$ cat src/hw/tss_consts.vh
`ifndef TSS_CONSTS_VH
`define TSS_CONSTS_VH

// register byte addresses
`define TSS_ADDR_CTRL     12'h000
`define TSS_ADDR_STATUS   12'h004
`define TSS_ADDR_FLAGS    12'h008
`define TSS_ADDR_STARTS   12'h00C

// reset values
`define TSS_CTRL_RST      32'h0000_0001
`define TSS_STARTS_RST    16'h0000

// field positions
`define TSS_CTRL_EN_BIT   0
`define TSS_ST_STATE_LSB  0
`define TSS_ST_FAULT_BIT  4
`define TSS_ST_PG_LSB     8
`define TSS_ST_FAST_BIT   12
`define TSS_ST_SLOW_BIT   13
`define TSS_ST_UVLO_BIT   14

// timing
`define TSS_CLK_MHZ       125
`define TSS_T_RESET_NS    30000
`define TSS_GLITCH_CYC    16

`endif

$ cat src/hw/tss_glitch.v
`timescale 1ns/1ps
`default_nettype none
`include "tss_consts.vh"

// low must persist CYC cycles before good drops; recovery is immediate
module tss_glitch #(
  parameter CYC = `TSS_GLITCH_CYC
) (
  input  wire pclk,
  input  wire presetn,
  input  wire fb_ok,
  output wire good
);

  localparam CW = 8;

  reg [CW-1:0] cnt_r;
  reg          good_r;

  always @(posedge pclk or negedge presetn) begin
    if (!presetn) begin
      cnt_r  <= {CW{1'b0}};
      good_r <= 1'b0;
    end else if (fb_ok) begin
      cnt_r  <= {CW{1'b0}};
      good_r <= 1'b1;
    end else if (cnt_r >= CYC[CW-1:0] - 8'd1) begin
      good_r <= 1'b0;
    end else begin
      cnt_r  <= cnt_r + 8'd1;
    end
  end

  assign good = good_r;

endmodule // tss_glitch

`default_nettype wire

$ cat src/hw/tss_sequencer.v
// Function
// - any supply low forces lockout unless faulted, gates low
// - exit lockout needs all supplies up, enable
// - channel one good held until soft-start ends
// - channels two, three follow feedback after lockout
// - feedback low filtered; high releases immediately
// - timer discharged when idle, charged when timing
// - timer threshold ends period, discharges timer
// - before start gates, timer, filter held low
// - all gates off before first timing cycle
// - filter low and fault high start second cycle
// - second cycle arms fast comparators, gate charge
// - end of cycle: good one, slow arm, monitor
// - sense drop throttles gate charge in soft-start
// - fault input level gates second cycle start
// - enable low drops gates; long low clears breakers
// - fault status latched until enable low long
`timescale 1ns/1ps
`default_nettype none
`include "tss_consts.vh"

module tss_sequencer #(
  parameter GLITCH_CYC = `TSS_GLITCH_CYC
) (
  input  wire        pclk,
  input  wire        presetn,
  // apb slave
  input  wire [11:0] paddr,
  input  wire        psel,
  input  wire        penable,
  input  wire        pwrite,
  input  wire [31:0] pwdata,
  output wire [31:0] prdata,
  output wire        pready,
  output wire        pslverr,
  // comparator flags from the analog front end
  input  wire [2:0]  supply_ok_in,
  input  wire        enable_comparator_in,
  input  wire [2:0]  gate_off_in,
  input  wire        timer_high_comparator_in,
  input  wire        filter_low_in,
  input  wire        fault_input_comparator_in,
  input  wire [2:0]  output_feedback_in,
  input  wire [2:0]  sense_drop_in,
  input  wire [2:0]  fast_overcurrent_comparator_in,
  input  wire [2:0]  slow_overcurrent_comparator_in,
  // controls to the analog front end
  output wire [2:0]  pass_switch_drive_charge,
  output wire [2:0]  pass_switch_drive_pulldown,
  output wire        timer_charge,
  output wire        timer_discharge,
  output wire        filter_pulldown,
  output wire        fast_overcurrent_arm,
  output wire        slow_overcurrent_arm,
  // open-drain outputs
  output wire [2:0]  power_good_out_o,
  output wire [2:0]  power_good_out_oe,
  output wire        fault_out_o,
  output wire        fault_out_oe
);

  localparam [2:0] ST_LOCKOUT = 3'd0;
  localparam [2:0] ST_CHECK   = 3'd1;
  localparam [2:0] ST_TIMER1  = 3'd2;
  localparam [2:0] ST_WAIT    = 3'd3;
  localparam [2:0] ST_SOFT    = 3'd4;
  localparam [2:0] ST_MONITOR = 3'd5;
  localparam [2:0] ST_FAULT   = 3'd6;

  // least time: round up to whole cycles
  localparam integer RESET_CYC =
    (`TSS_T_RESET_NS * `TSS_CLK_MHZ + 999) / 1000;
  localparam         RW = 12;

  // ---------------------------------------------------------------
  // input synchronisation
  // ---------------------------------------------------------------
  wire [21:0] raw_flags;
  wire [21:0] s_flags;

  assign raw_flags = {slow_overcurrent_comparator_in,
                      fast_overcurrent_comparator_in,
                      sense_drop_in,
                      output_feedback_in,
                      fault_input_comparator_in,
                      filter_low_in,
                      timer_high_comparator_in,
                      gate_off_in,
                      enable_comparator_in,
                      supply_ok_in};

  tss_sync #(
    .W (22)
  ) u_sync (
    .pclk    (pclk),
    .presetn (presetn),
    .d       (raw_flags),
    .q       (s_flags)
  );

  wire [2:0] s_supply;
  wire       s_enable;
  wire [2:0] s_gate_off;
  wire       s_tmr_hi;
  wire       s_filt_low;
  wire       s_fault_in;
  wire [2:0] s_fb;
  wire [2:0] s_sdrop;
  wire [2:0] s_fast;
  wire [2:0] s_slow;

  assign s_supply   = s_flags[2:0];
  assign s_enable   = s_flags[3];
  assign s_gate_off = s_flags[6:4];
  assign s_tmr_hi   = s_flags[7];
  assign s_filt_low = s_flags[8];
  assign s_fault_in = s_flags[9];
  assign s_fb       = s_flags[12:10];
  assign s_sdrop    = s_flags[15:13];
  assign s_fast     = s_flags[18:16];
  assign s_slow     = s_flags[21:19];

  // ---------------------------------------------------------------
  // register file
  // ---------------------------------------------------------------
  reg  [31:0] ctrl_r;
  reg  [31:0] prdata_r;
  reg  [15:0] starts_r;
  wire        sw_enable;
  wire        en_ok;
  wire        uvlo;

  assign sw_enable = ctrl_r[`TSS_CTRL_EN_BIT];
  // supply flags come from hysteretic comparators
  assign uvlo      = ~&s_supply;
  assign en_ok     = s_enable & sw_enable;

  // ---------------------------------------------------------------
  // enable-low timer and fault latch
  // ---------------------------------------------------------------
  reg  [RW-1:0] en_low_cnt_r;
  reg           fault_r;
  wire          en_long_low;
  wire          trip;
  wire          armed_fast;
  wire          armed_slow;
  reg  [2:0]    state_r;
  reg  [2:0]    state_nxt;

  assign en_long_low = (en_low_cnt_r == RESET_CYC[RW-1:0]);
  assign armed_fast  = (state_r == ST_SOFT) | (state_r == ST_MONITOR);
  assign armed_slow  = (state_r == ST_MONITOR);
  // lost fault level in monitor trips all breakers
  assign trip = (armed_fast & |s_fast) |
                (armed_slow & |s_slow) |
                (armed_slow & ~s_fault_in);

  always @(posedge pclk or negedge presetn) begin
    if (!presetn) begin
      en_low_cnt_r <= {RW{1'b0}};
    end else if (en_ok) begin
      en_low_cnt_r <= {RW{1'b0}};
    end else if (!en_long_low) begin
      en_low_cnt_r <= en_low_cnt_r + 12'h001;
    end
  end

  // a trip in the clearing cycle keeps the latch set
  always @(posedge pclk or negedge presetn) begin
    if (!presetn) begin
      fault_r <= 1'b0;
    end else if (trip) begin
      fault_r <= 1'b1;
    end else if (en_long_low) begin
      fault_r <= 1'b0;
    end
  end

  // ---------------------------------------------------------------
  // sequencer
  // ---------------------------------------------------------------
  always @* begin
    state_nxt = state_r;
    case (state_r)
      ST_LOCKOUT: begin
        if (!uvlo && en_ok && !fault_r)
          state_nxt = ST_CHECK;
      end
      ST_CHECK: begin
        if (&s_gate_off)
          state_nxt = ST_TIMER1;
      end
      ST_TIMER1: begin
        if (s_tmr_hi)
          state_nxt = ST_WAIT;
      end
      ST_WAIT: begin
        // timer must ramp down before the start checks
        if (!s_tmr_hi && s_filt_low && s_fault_in)
          state_nxt = ST_SOFT;
      end
      ST_SOFT: begin
        if (trip)
          state_nxt = ST_FAULT;
        else if (s_tmr_hi)
          state_nxt = ST_MONITOR;
      end
      ST_MONITOR: begin
        if (trip)
          state_nxt = ST_FAULT;
      end
      ST_FAULT: begin
        if (!fault_r)
          state_nxt = ST_LOCKOUT;
      end
      default: begin
        state_nxt = ST_LOCKOUT;
      end
    endcase
    // fault state stays latched through a short enable pulse
    if ((uvlo || !en_ok) && state_nxt != ST_FAULT)
      state_nxt = ST_LOCKOUT;
  end

  always @(posedge pclk or negedge presetn) begin
    if (!presetn)
      state_r <= ST_LOCKOUT;
    else
      state_r <= state_nxt;
  end

  // ---------------------------------------------------------------
  // output registers, driven from the next state
  // ---------------------------------------------------------------
  reg  [2:0] gate_charge_r;
  reg  [2:0] gate_pull_r;
  reg        tmr_charge_r;
  reg        filt_pull_r;
  reg        fast_arm_r;
  reg        slow_arm_r;
  wire       nxt_on;
  wire       nxt_soft;
  wire       nxt_mon;

  assign nxt_soft = (state_nxt == ST_SOFT);
  assign nxt_mon  = (state_nxt == ST_MONITOR);
  assign nxt_on   = nxt_soft | nxt_mon;

  always @(posedge pclk or negedge presetn) begin
    if (!presetn) begin
      gate_charge_r <= 3'b000;
      gate_pull_r   <= 3'b111;
      tmr_charge_r  <= 1'b0;
      filt_pull_r   <= 1'b1;
      fast_arm_r    <= 1'b0;
      slow_arm_r    <= 1'b0;
    end else begin
      // servo: drop charge while sense drop exceeds the limit
      gate_charge_r <= nxt_mon ? 3'b111 :
                       (nxt_soft ? ~s_sdrop : 3'b000);
      gate_pull_r   <= nxt_on ? 3'b000 : 3'b111;
      tmr_charge_r  <= (state_nxt == ST_TIMER1) | nxt_soft;
      // let the filter node rise only on a slow overcurrent
      filt_pull_r   <= ~(nxt_mon & |s_slow);
      fast_arm_r    <= nxt_on;
      slow_arm_r    <= nxt_mon;
    end
  end

  assign pass_switch_drive_charge   = gate_charge_r;
  assign pass_switch_drive_pulldown = gate_pull_r;
  assign timer_charge               = tmr_charge_r;
  assign timer_discharge            = ~tmr_charge_r;
  assign filter_pulldown            = filt_pull_r;
  assign fast_overcurrent_arm       = fast_arm_r;
  assign slow_overcurrent_arm       = slow_arm_r;

  // ---------------------------------------------------------------
  // power-good outputs
  // ---------------------------------------------------------------
  wire [2:0] fb_good;
  reg  [2:0] pg_r;
  reg        fault_oe_r;

  genvar gi;
  generate
    for (gi = 0; gi < 3; gi = gi + 1) begin : g_fb
      tss_glitch #(
        .CYC (GLITCH_CYC)
      ) u_glitch (
        .pclk    (pclk),
        .presetn (presetn),
        .fb_ok   (s_fb[gi]),
        .good    (fb_good[gi])
      );
    end
  endgenerate

  always @(posedge pclk or negedge presetn) begin
    if (!presetn) begin
      pg_r       <= 3'b000;
      fault_oe_r <= 1'b0;
    end else begin
      pg_r[0]    <= (state_r == ST_MONITOR) & fb_good[0];
      pg_r[1]    <= (state_r != ST_LOCKOUT) & fb_good[1];
      pg_r[2]    <= (state_r != ST_LOCKOUT) & fb_good[2];
      fault_oe_r <= fault_r;
    end
  end

  assign power_good_out_o  = 3'b000;
  assign power_good_out_oe = ~pg_r;
  assign fault_out_o       = 1'b0;
  assign fault_out_oe      = fault_oe_r;

  // ---------------------------------------------------------------
  // apb slave, zero wait states
  // ---------------------------------------------------------------
  wire        setup;
  wire        access;
  wire        hit;
  wire [31:0] status_w;
  reg  [31:0] rd_mux;

  assign setup  = psel & ~penable;
  assign access = psel & penable;
  assign hit    = (paddr == `TSS_ADDR_CTRL)   |
                  (paddr == `TSS_ADDR_STATUS) |
                  (paddr == `TSS_ADDR_FLAGS)  |
                  (paddr == `TSS_ADDR_STARTS);

  assign status_w = {17'h0_0000,
                     uvlo,
                     slow_arm_r,
                     fast_arm_r,
                     1'b0,
                     pg_r,
                     3'b000,
                     fault_r,
                     1'b0,
                     state_r};

  always @* begin
    case (paddr)
      `TSS_ADDR_CTRL:   rd_mux = ctrl_r;
      `TSS_ADDR_STATUS: rd_mux = status_w;
      `TSS_ADDR_FLAGS:  rd_mux = {10'h000, s_flags};
      `TSS_ADDR_STARTS: rd_mux = {16'h0000, starts_r};
      default:          rd_mux = 32'h0000_0000;
    endcase
  end

  always @(posedge pclk or negedge presetn) begin
    if (!presetn) begin
      ctrl_r   <= `TSS_CTRL_RST;
      prdata_r <= 32'h0000_0000;
    end else begin
      if (setup)
        prdata_r <= rd_mux;
      if (access && pwrite && paddr == `TSS_ADDR_CTRL)
        ctrl_r <= {31'h0000_0000, pwdata[`TSS_CTRL_EN_BIT]};
    end
  end

  // counts completed start-ups; wraps
  always @(posedge pclk or negedge presetn) begin
    if (!presetn)
      starts_r <= `TSS_STARTS_RST;
    else if (state_r == ST_SOFT && state_nxt == ST_MONITOR)
      starts_r <= starts_r + 16'h0001;
  end

  assign prdata  = prdata_r;
  assign pready  = 1'b1;
  assign pslverr = access & ~hit;

endmodule // tss_sequencer

`default_nettype wire

$ cat src/hw/tss_sync.v
`timescale 1ns/1ps
`default_nettype none

module tss_sync #(
  parameter W = 1
) (
  input  wire         pclk,
  input  wire         presetn,
  input  wire [W-1:0] d,
  output wire [W-1:0] q
);

  reg [W-1:0] meta_r;
  reg [W-1:0] sync_r;

  always @(posedge pclk or negedge presetn) begin
    if (!presetn) begin
      meta_r <= {W{1'b0}};
      sync_r <= {W{1'b0}};
    end else begin
      meta_r <= d;
      sync_r <= meta_r;
    end
  end

  assign q = sync_r;

endmodule // tss_sync

`default_nettype wire

$ cat config.mk
export PLATFORM = sky130hd
export DESIGN_NAME = tss_sequencer
export DESIGN_NICKNAME = d
export VERILOG_FILES = /design/src/hw/tss_glitch.v /design/src/hw/tss_sequencer.v /design/src/hw/tss_sync.v
export VERILOG_INCLUDE_DIRS = /design/src /design/src/hw
export SDC_FILE = /design/constraint.sdc
export NUM_CORES = 1
export LEC_CHECK = 0
export BUFFER_PORTS_ARGS = -buffer_cell sky130_fd_sc_hd__buf_2
export CAP_MARGIN = 20
export CORE_MARGIN = 3
export CORE_UTILIZATION = 54
export CTS_CLUSTER_SIZE = 20
export DETAILED_ROUTE_END_ITERATION = 12
export GPL_TIMING_DRIVEN = 0
export PLACE_DENSITY = 0.77
export SLEW_MARGIN = 40
export SYNTH_ARGS = -nofsm -noshare
export SYNTH_HDL_FRONTEND = slang
export SYNTH_SLANG_ARGS = --single-unit
$ cat constraint.sdc
create_clock -name pclk -period 2.27 [get_ports pclk]
set_input_delay 0.3405 -clock pclk [delete_from_list [all_inputs] [get_ports pclk]]
set_output_delay 0.3405 -clock pclk [all_outputs]
set_load 0.05 [all_outputs]
==> impl_metrics.py, run 1 <==
metrics = {
    "cells_and_area": {
        "layout_commonest_cell": "dfrtp_1",
        "n_antenna_cell": 0,
        "final_cell_mix": "135 x dfrtp_1, 75 x buf_2, 31 x nand2_1, 31 x nor2_1, 23 x dlygate4sd3_1",
        "fin_nets": 678,
        "fin_util_pct": 71.52,
        "final_cells": 747,
        "syn_to_final_growth_pct": 26.49,
        "drive_above_1_share_pct": 25.41,
    },
    "flow_run": {
        "maxCapViolCount": 0,
    },
    "detailed_routing": {
        "drt_iter0_markers": 224,
        "antenna_left": 0,
        "drc_errors": 0,
        "drt-pass1-iter-count": 4,
        "vias": 4057,
        "totalWireLength_um": 12280,
        "vias_per_cell": 5.431,
        "post_drt_wl_per_cell_um": 16.44,
    },
    "worst_setup_path": {
        "cp_slowest_stage_delay_ps": 430,
        "r2r_cells": 6,
        "timing.rr.end": "filter_pulldown$_DFF_PN1_",
        "crit_path_end_kind": "flip-flop",
        "arrival_ps": 2630,
        "rr_startpoint": "u_sync.q[21]$_DFF_PN0_",
        "critPathTopFamily": "simple AND/OR/NAND/NOR gates",
        "crit_type": "reg -> reg",
        "worstSetupStartpointType": "flip-flop",
        "rrSetupSlack_ps": 70,
        "required_ps": 2700,
        "path_depth": 6,
        "crit_path_cell_trace": "nor4b_4 > o32ai_1 > a211oi_2 > or3b_1 > buf_2 > or3_1",
        "crit_fanout": 7,
        "cp-startpoint": "u_sync.q[21]$_DFF_PN0_",
        "cp_num_buf_inv": 1,
        "critPathCapture": "filter_pulldown$_DFF_PN1_",
        "crit_slowest_cell": "dfrtp_1",
    },
    "timing": {
        "hold_violations": 0,
        "period_share_pct": 96.74,
        "whs_ps": 69.12,
        "setup_tns_ps": 0,
        "min_period_ps": 2196,
        "setup_viol": 0,
        "slew_viol_final": 0,
        "slew_headroom_pct": 48.34,
        "worst_slew_pin_slew_ps": 767.9,
        "fin_worst_skew_ps": 11.48,
        "timing.fmax_mhz": 455.4,
    },
    "global_route": {
        "grt_pass1_vias": 4048,
        "gr-total-overflow": 0,
        "antenna_found_initial": 0,
        "grt_pass1_wl_um": 19950,
        "grt_usage_pct": 22.55,
        "grt_max_degree": 73,
    },
    "clock_network": {
        "cts_tree": "built",
        "numCtsBuffers": 17,
        "path_clk_slew_ps": 60,
        "cts_buffer_depth": 2,
        "clk_latency_ps": 520,
        "clkSinkCount": 138,
        "cts_root_buffer": "clkbuf_8",
        "cts-htree-levels": 4,
    },
    "place": {
        "dp_hpwl_um": 8189,
        "gp_congestion": 0.9178,
        "place_inst": 692,
        "io_buffers": 75,
    },
    "floorplan": {
        "die_h_um": 107.9,
        "start_util_pct": 56.54,
        "die_x_um": 107.9,
        "die_area_sq_um": 11630,
        "rows": 36,
        "ios": 124,
        "core-area_sq_um": 9910,
    },
    "yosys": {
        "ys_types": 55,
        "synth_edf_count": 0,
        "async_reset_ff_share_pct": 100.0,
        "syn_area_sq_um": 5603,
        "ys_top_cells_by_area": "dfrtp_1 60%, buf_4 2.5%, xor2_1 2.5%",
        "synth_cells": 470,
        "synth_warnings": 0,
        "synthFlopType": "dfrtp_1",
        "yosysTopAreaCell": "dfrtp_1",
        "synth.avg_cell_area_sq_um": 11.92,
        "synth_seq_cells": 138,
        "yosysTopAreaCellShare_pct": 60.29,
        "seq_area_frac_synth_pct": 61.70,
    },
    "pwr": {
        "power_density_nw_per_um2": 804.2,
        "p_leak_nw": 3.394,
        "ir_drop_mv": 0.7511,
    },
    "status": {
        "run_status": "finished, final reports clean",
    },
    "worst_hold_path": {
        "hp-class": "in -> reg",
    },
}
[power breakdown]
group          leakage (nW)  total, mW  internal, mW  switching [mW]
Sequential             1.78       2.65          2.56          0.0848
Clock                 0.277       2.65          1.60            1.05
Combinational          1.34      0.406         0.158           0.248
[how the worst min path moves through the flow]
| stage | from | to | slack, ps | cells past startpoint |
|---|---|---|---|---|
| 2_1_floorplan | presetn | en_low_cnt_r[0]$_DFFE_PN0P_ | 40 | 0 |
| 3_3_place_gp | u_sync.meta_r[11]$_DFF_PN0_ | u_sync.q[11]$_DFF_PN0_ | 330 | 0 |
| 3_5_place_dp | presetn | en_low_cnt_r[9]$_DFFE_PN0P_ | 320 | 1 |
| 4_1_cts | pwdata[0] | ctrl_r[0]$_DFFE_PN1P_ | 50 | 2 |
| 5_1_grt | pwdata[0] | ctrl_r[0]$_DFFE_PN1P_ | 60 | 2 |
| 6_report | pwdata[0] | ctrl_r[0]$_DFFE_PN1P_ | 70 | 2 |
[timing repair]
item / CTS / global route
hold buffers: 23 / 0
endpoints found under the hold margin: 88 / 0
resized for setup: 3 / 5
pin swaps: 0 / 1
buffers inserted: 0 / 1
gates cloned: 0 / 0
setup endpoints to repair: 2 / 6
[per-stage QoR]
stage	setup WS [ps]	cell area, sq um	power (mW)
floorplan	331.4	5652	2.906
global placement	-882.6	6193	3.032
detailed placement	-41.81	6231	3.063
CTS	3.678	7053	5.749
global route	-7.654	7087	5.913
finish	73.94	7087	5.699
[routing by layer]
layer / share of wire [%] / GRT usage [%] / vias up
met5: 0 / 0 / -
met4: 1.7 / 6.943 / 0
met3: 6.2 / 6.899 / 23
met2: 50 / 35.92 / 153
met1: 42 / 29.83 / 2011
li1: - / - / 1870
[cells by family (layout without fill, tap and decap cells)]
kind of cell / count (synthesis) / in the layout / share of synthesized area (%)
compound gates: 64 / 64 / 7.771
xor+xnor: 31 / 31 / 4.846
fa+ha+maj: 6 / 6 / 1.340
buf+inv: 49 / 180 / 4.935
flops: 138 / 138 / 61.70
mux: 18 / 18 / 3.595
other cells: 2 / 15 / 0.1340
simple gates: 162 / 162 / 15.68
[synthesized netlist by cell type (10+ instances only)]
cell        n
a22oi_1    10
o21ai_0    16
nand2_1    31
mux2i_1    10
nor2b_1    15
xor2_1     16
nand3_1    20
xnor2_1    15
dfrtp_1   135
clkbuf_1   16
nor4_1     10
nor2_1     31
nor3_1     12
buf_4      19
nand4_1    10
[worst reg2reg max path: stages (launching register included)]
cell      delay, ps
dfrtp_1         430
nor4b_4         350
o32ai_1         190
a211oi_2        250
or3b_1          380
buf_2           190
or3_1           330
[layout make-up]
| cell class | count | area [sq um] |
|---|---|---|
| flip-flops and latches | 138 | 3457 |
| fillers | 686 | 2823 |
| multi-input cells | 296 | 1964 |
| repair buffers | 100 | 650.6 |
| clock buffers | 19 | 431.7 |
| plain buffers | 39 | 239.0 |
| well taps | 133 | 166.4 |
| clock inverters | 13 | 143.9 |
| inverters | 9 | 33.78 |
[registers in the layout, indices dropped and copies added, names as in the netlist]
register,flops
u_sync.q,22
prdata,22
g_fb.u_glitch.cnt_r,24
starts_r,16
timer_charge,1
pass_switch_drive_charge,3
u_sync.meta_r,22
fast_overcurrent_arm,1
filter_pulldown,1
en_low_cnt_r,12
slow_overcurrent_arm,1
pg_r,3
fault_r,1
state_r,3
pass_switch_drive_pulldown,1
ctrl_r,1
g_fb.u_glitch.good,3
fault_out_oe,1
(Power assumes the default switching activity.)
==> run 2: changes to the inputs <==
--- a/config.mk
+++ b/config.mk
@@ -14,6 +14,7 @@
 export DETAILED_ROUTE_END_ITERATION = 12
 export GPL_TIMING_DRIVEN = 0
 export PLACE_DENSITY = 0.77
+export REMOVE_ABC_BUFFERS = 1
 export SLEW_MARGIN = 40
 export SYNTH_ARGS = -nofsm -noshare
 export SYNTH_HDL_FRONTEND = slang
==> impl_metrics.py, run 2 (synthesis results as in run 1) <==
metrics = {
    "status": {
        "run_status": "finished, final reports clean",
    },
    "worst_setup_path": {
        "crit_type": "reg -> reg",
        "cp_slowest_stage_delay_ps": 450,
        "crit_slowest_cell": "or3b_4",
        "arrival_ps": 2620,
        "crit_fanout": 4,
        "worstSetupStartpointType": "flip-flop",
        "required_ps": 2720,
        "crit_path_cell_trace": "nor4b_4 > o32ai_2 > a211oi_2 > or3b_4 > or3_1",
        "crit_path_end_kind": "flip-flop",
    },
    "timing": {
        "whs_ps": 61.19,
        "fin_ws_ps": 103.4,
        "period_share_pct": 95.45,
        "setup_viol": 0,
        "slew_headroom_pct": 48.30,
        "fin_worst_skew_ps": 13.44,
        "min_period_ps": 2167,
        "setup_tns_ps": 0,
        "hold_violations": 0,
        "worst_slew_pin_slew_ps": 772.7,
        "timing.fmax_mhz": 461.5,
        "slew_viol_final": 0,
    },
    "pwr": {
        "power_density_nw_per_um2": 822.8,
        "clkPwrFrac_pct": 46.9,
        "swShare_pct": 25.60,
        "p_switching_mw": 1.455,
        "p_leak_nw": 3.292,
        "ir_drop_mv": 0.5210,
        "p_int_mw": 4.228,
        "pwr-share-comb_pct": 6.1,
        "power.share.sequential_pct": 47.0,
    },
    "detailed_routing": {
        "drt-pass1-iter-count": 4,
        "met3_length_um": 607,
        "vias_per_cell": 5.421,
        "drt_iter0_markers": 233,
        "highest_layer": "met4",
        "vias": 3865,
        "antenna_left": 0,
        "totalWireLength_um": 11450,
        "met1_length_um": 4901,
        "drc_errors": 0,
        "wl_met2_um": 5795,
        "post_drt_wl_per_cell_um": 16.06,
    },
    "cells_and_area": {
        "n_antenna_cell": 0,
        "multi_input_area_sq_um": 1986,
        "largest-register": "g_fb.u_glitch.cnt_r",
        "layout_commonest_cell": "dfrtp_1",
        "fin_nets": 644,
        "fillers": 707,
        "drive_above_1_share_pct": 25.52,
        "regArea_sq_um": 3458,
        "largest_register_ffs": 24,
        "final_cell_mix": "134 x dfrtp_1, 76 x buf_2, 31 x nand2_1",
        "syn_to_final_growth_pct": 23.27,
    },
    "global_route": {
        "antenna_found_initial": 0,
        "gr-total-overflow": 0,
        "grt_pass1_wl_um": 18840,
        "grt_pass1_vias": 3824,
        "grt_max_degree": 73,
        "grt_usage_pct": 21.21,
    },
    "place": {
        "gp_congestion": 0.8756,
        "pre_cts_slack_ps": -461.7,
        "dp_hpwl_um": 7614,
        "io_buffers": 77,
    },
    "clock_network": {
        "cts_buffer_depth": 2,
        "cts-htree-levels": 4,
        "cts_tree": "built",
        "cts_root_buffer": "clkbuf_8",
        "clk_latency_ps": 530,
        "path_clk_slew_ps": 70,
        "numCtsBuffers": 17,
        "clkSinkCount": 138,
    },
    "floorplan": {
        "die_h_um": 107.9,
        "start_util_pct": 56.54,
        "die_area_sq_um": 11630,
        "ios": 124,
        "core-area_sq_um": 9910,
        "die_x_um": 107.9,
        "rows": 36,
    },
    "flow_run": {
        "maxCapViolCount": 0,
    },
    "worst_hold_path": {
        "hp-class": "in -> reg",
    },
}
-- run 2: cell types whose count changed in the layout (fill, tap and decap cells not counted), sizes merged --
cell	previous run	this run
clkinvlp	3	1
clkinv	5	3
inv	12	18
clkbuf	36	18
bufinv	2	1
buf	99	82
-- run 2: routing by layer --
layer | GRT usage (%) | vias up
met5 | 0 | -
met2 | 34.99 | 132
met1 | 27.51 | 1917
met4 | 7.574 | 0
met3 | 5.039 | 13
li1 | - | 1803
-- run 2: worst paths after layout --
path | startpoint | slack (ps) | cells past startpoint | to
max in group asynchronous | presetn | 1170 | 3 | ctrl_r[0]$_DFFE_PN1P_
setup reg to reg | u_sync.q[20]$_DFF_PN0_ | 100 | 5 | filter_pulldown$_DFF_PN1_
min in group asynchronous | presetn | 350 | 2 | u_sync.meta_r[10]$_DFF_PN0_
setup / recovery | u_sync.q[20]$_DFF_PN0_ | 100 | 5 | filter_pulldown$_DFF_PN1_
hold / removal | pwdata[0] | 60 | 2 | ctrl_r[0]$_DFFE_PN1P_
hold reg to reg | u_sync.meta_r[1]$_DFF_PN0_ | 350 | 0 | u_sync.q[1]$_DFF_PN0_
-- run 2: critical path, delay by kind of cell, from the launching register on --
| kind | cells | cell delay [ps] |
|---|---|---|
| simple gates | 3 | 1160 |
| compound gates | 2 | 500 |
| flops | 1 | 420 |
-- run 2: layout make-up --
type	instances	area share (%)
multi-input cells	296	28.75
well taps	133	2.409
clock inverters	14	2.192
inverters	9	0.4891
clock buffers	18	6.196
repair buffers	105	9.891
flip-flops and latches	138	50.07
-- run 2: metrics by stage --
step	cell area [sq um]	std cells	util [%]	power [mW]
final	6907	713	69.70	5.683
after global routing	6907	713	69.70	5.878
after CTS	6832	709	68.94	5.716
after detailed placement	6001	654	60.56	3.025
after global placement	5961	653	60.15	2.997
after floorplan	5409	443	-	2.868
-- run 2: power by group through the flow --
| stage | logic, mW | registers, mW | clock network (mW) |
|---|---|---|---|
| detailed placement | 0.313 | 2.71 | 0 |
| floorplan | 0.186 | 2.68 | 0 |
| global placement | 0.292 | 2.71 | 0 |
| finish | 0.344 | 2.67 | 2.67 |
| CTS | 0.346 | 2.67 | 2.70 |
| global route | 0.381 | 2.69 | 2.81 |
-- run 2: what timing repair did --
item / in CTS / in global routing
endpoints found under the setup margin: 7 / 23
gates cloned: 0 / 0
buffers inserted: 0 / 4
hold buffers: 23 / 0
pin swaps: 0 / 3
gates resized for setup: 4 / 10
endpoints found under the hold margin: 86 / 0
==> run 3: changes to the inputs <==
--- a/config.mk
+++ b/config.mk
@@ -8,12 +8,12 @@
 export LEC_CHECK = 0
 export BUFFER_PORTS_ARGS = -buffer_cell sky130_fd_sc_hd__buf_2
 export CAP_MARGIN = 20
-export CORE_MARGIN = 3
 export CORE_UTILIZATION = 54
 export CTS_CLUSTER_SIZE = 20
 export DETAILED_ROUTE_END_ITERATION = 12
 export GPL_TIMING_DRIVEN = 0
 export PLACE_DENSITY = 0.77
+export RECOVER_POWER = 100
 export REMOVE_ABC_BUFFERS = 1
 export SLEW_MARGIN = 40
 export SYNTH_ARGS = -nofsm -noshare
==> impl_metrics.py, run 3 (synthesis results as in run 1) <==
metrics = {
    "status": {
        "run_status": "finished, final reports clean",
    },
    "clock_network": {
        "clkSinkCount": 138,
        "cts_setup_buffers": 0,
        "clk_latency_ps": 530,
        "cts-htree-levels": 4,
        "cts_buffer_depth": 2,
        "cts_root_buffer": "clkbuf_8",
        "cts_tree": "built",
        "path_clk_slew_ps": 60,
        "numCtsBuffers": 17,
    },
    "cells_and_area": {
        "fillers": 700,
        "final_cell_mix": "134 x dfrtp_1, 38 x buf_2, 38 x clkbuf_1",
        "n_antenna_cell": 0,
        "fin_area_sq_um": 6819,
        "largest-register": "g_fb.u_glitch.cnt_r",
        "final_cells": 710,
        "layout_commonest_cell": "dfrtp_1",
        "fin_nets": 641,
        "largest_register_ffs": 24,
        "syn_to_final_growth_pct": 21.71,
        "drive_above_1_share_pct": 18.02,
    },
    "worst_setup_path": {
        "arrival_ps": 2640,
        "required_ps": 2720,
        "worstSetupStartpointType": "flip-flop",
        "crit_type": "reg -> reg",
        "crit_path_end_kind": "flip-flop",
        "crit_fanout": 7,
    },
    "place": {
        "dpl_cell_area_sq_um": 6028,
        "gp_congestion": 0.8707,
        "pre_cts_slack_ps": -456.2,
        "dp_hpwl_um": 7472,
        "io_buffers": 77,
        "place_inst": 655,
    },
    "timing": {
        "timing.fmax_mhz": 457.8,
        "setup_viol": 0,
        "hold_violations": 0,
        "fin_ws_ps": 85.57,
        "worst_slew_pin_slew_ps": 1364,
        "period_share_pct": 96.23,
        "slew_viol_final": 0,
        "min_period_ps": 2184,
        "setup_tns_ps": 0,
        "whs_ps": 68.52,
        "fin_worst_skew_ps": 8.873,
        "slew_headroom_pct": 9.085,
        "rsz0062_at_grt": "no",
    },
    "detailed_routing": {
        "totalWireLength_um": 11820,
        "post_drt_wl_per_cell_um": 16.65,
        "drt-pass1-iter-count": 5,
        "vias": 3946,
        "drc_errors": 0,
        "antenna_left": 0,
        "vias_per_cell": 5.558,
        "drt_iter0_markers": 306,
    },
    "floorplan": {
        "start_util_pct": 56.54,
        "die_area_sq_um": 10790,
        "die_x_um": 103.9,
        "core-area_sq_um": 9910,
        "ios": 124,
        "rows": 36,
        "die_h_um": 103.9,
    },
    "worst_hold_path": {
        "hp-class": "in -> reg",
    },
    "global_route": {
        "grt_pass1_vias": 3949,
        "grt_pass1_wl_um": 19360,
        "antenna_found_initial": 0,
        "gr-total-overflow": 0,
        "grt_usage_pct": 23.34,
        "grt_max_degree": 57,
    },
    "pwr": {
        "p_leak_nw": 3.128,
        "power_density_nw_per_um2": 828.3,
        "ir_drop_mv": 0.4467,
    },
    "flow_run": {
        "maxCapViolCount": 0,
    },
}
==> run 3: final timing paths <==
check                                                 start                         to  slack (ps)  cells past startpoint
worst max-delay path                 u_sync.q[21]$_DFF_PN0_  filter_pulldown$_DFF_PN1_          90                      5
worst min-delay path                              pwdata[0]      ctrl_r[0]$_DFFE_PN1P_          70                      2
worst max register to register       u_sync.q[21]$_DFF_PN0_  filter_pulldown$_DFF_PN1_          90                      5
worst min register to register  u_sync.meta_r[11]$_DFF_PN0_     u_sync.q[11]$_DFF_PN0_         350                      0
max in group asynchronous                           presetn      ctrl_r[0]$_DFFE_PN1P_         330                      4
min in group asynchronous                           presetn     u_sync.q[10]$_DFF_PN0_         240                      2
==> run 3: layer usage <==
layer	up-vias	share of wire, %	routed length, um	track usage [%]
li1	1799	-	-	-
met1	1964	42	5005	29.24
met2	158	51	6013	39.57
met3	25	5.1	606	5.263
met4	0	1.7	197	9.082
met5	-	0	0	0
==> run 3: layout make-up <==
cell class                      count  area (sq um)  share of cell area, %
Tap cell                          133         166.4                  2.440
Inverter                            9         33.78                 0.4954
Clock inverter                     15         157.7                  2.312
Timing Repair Buffer              102         610.6                  8.954
Clock buffer                       17         414.1                  6.073
Multi-Input combinational cell    296          1978                  29.01
Sequential cell                   138          3458                  50.72
==> run 3: power breakdown <==
group | total [mW] | switching, mW | internal [mW]
combinational | 0.345 | 0.210 | 0.135
clock | 2.63 | 1.13 | 1.50
sequential | 2.67 | 0.110 | 2.56
total | 5.65 | 1.45 | 4.19
==> run 3: per-stage QoR <==
| step | util [%] | power, mW |
|---|---|---|
| 2_1_floorplan | - | 2.868 |
| 3_3_place_gp | 60.15 | 2.996 |
| 3_5_place_dp | 60.83 | 3.030 |
| 4_1_cts | 69.22 | 5.686 |
| 5_1_grt | 68.81 | 5.846 |
| 6_report | 68.81 | 5.648 |
==> run 3: critical path: stages (launching register included) <==
cell and delay, ps:
dfrtp_1 430, nor4b_4 350, o32ai_1 210, a211oi_2 310, or3b_4 490, or3_1 320
==> run 3: timing repair <==
item	in CTS	in global routing
gates resized for setup	6	8
setup endpoints to repair	6	16
hold buffers	23	0
pin swaps	0	0
hold endpoints to repair	106	0
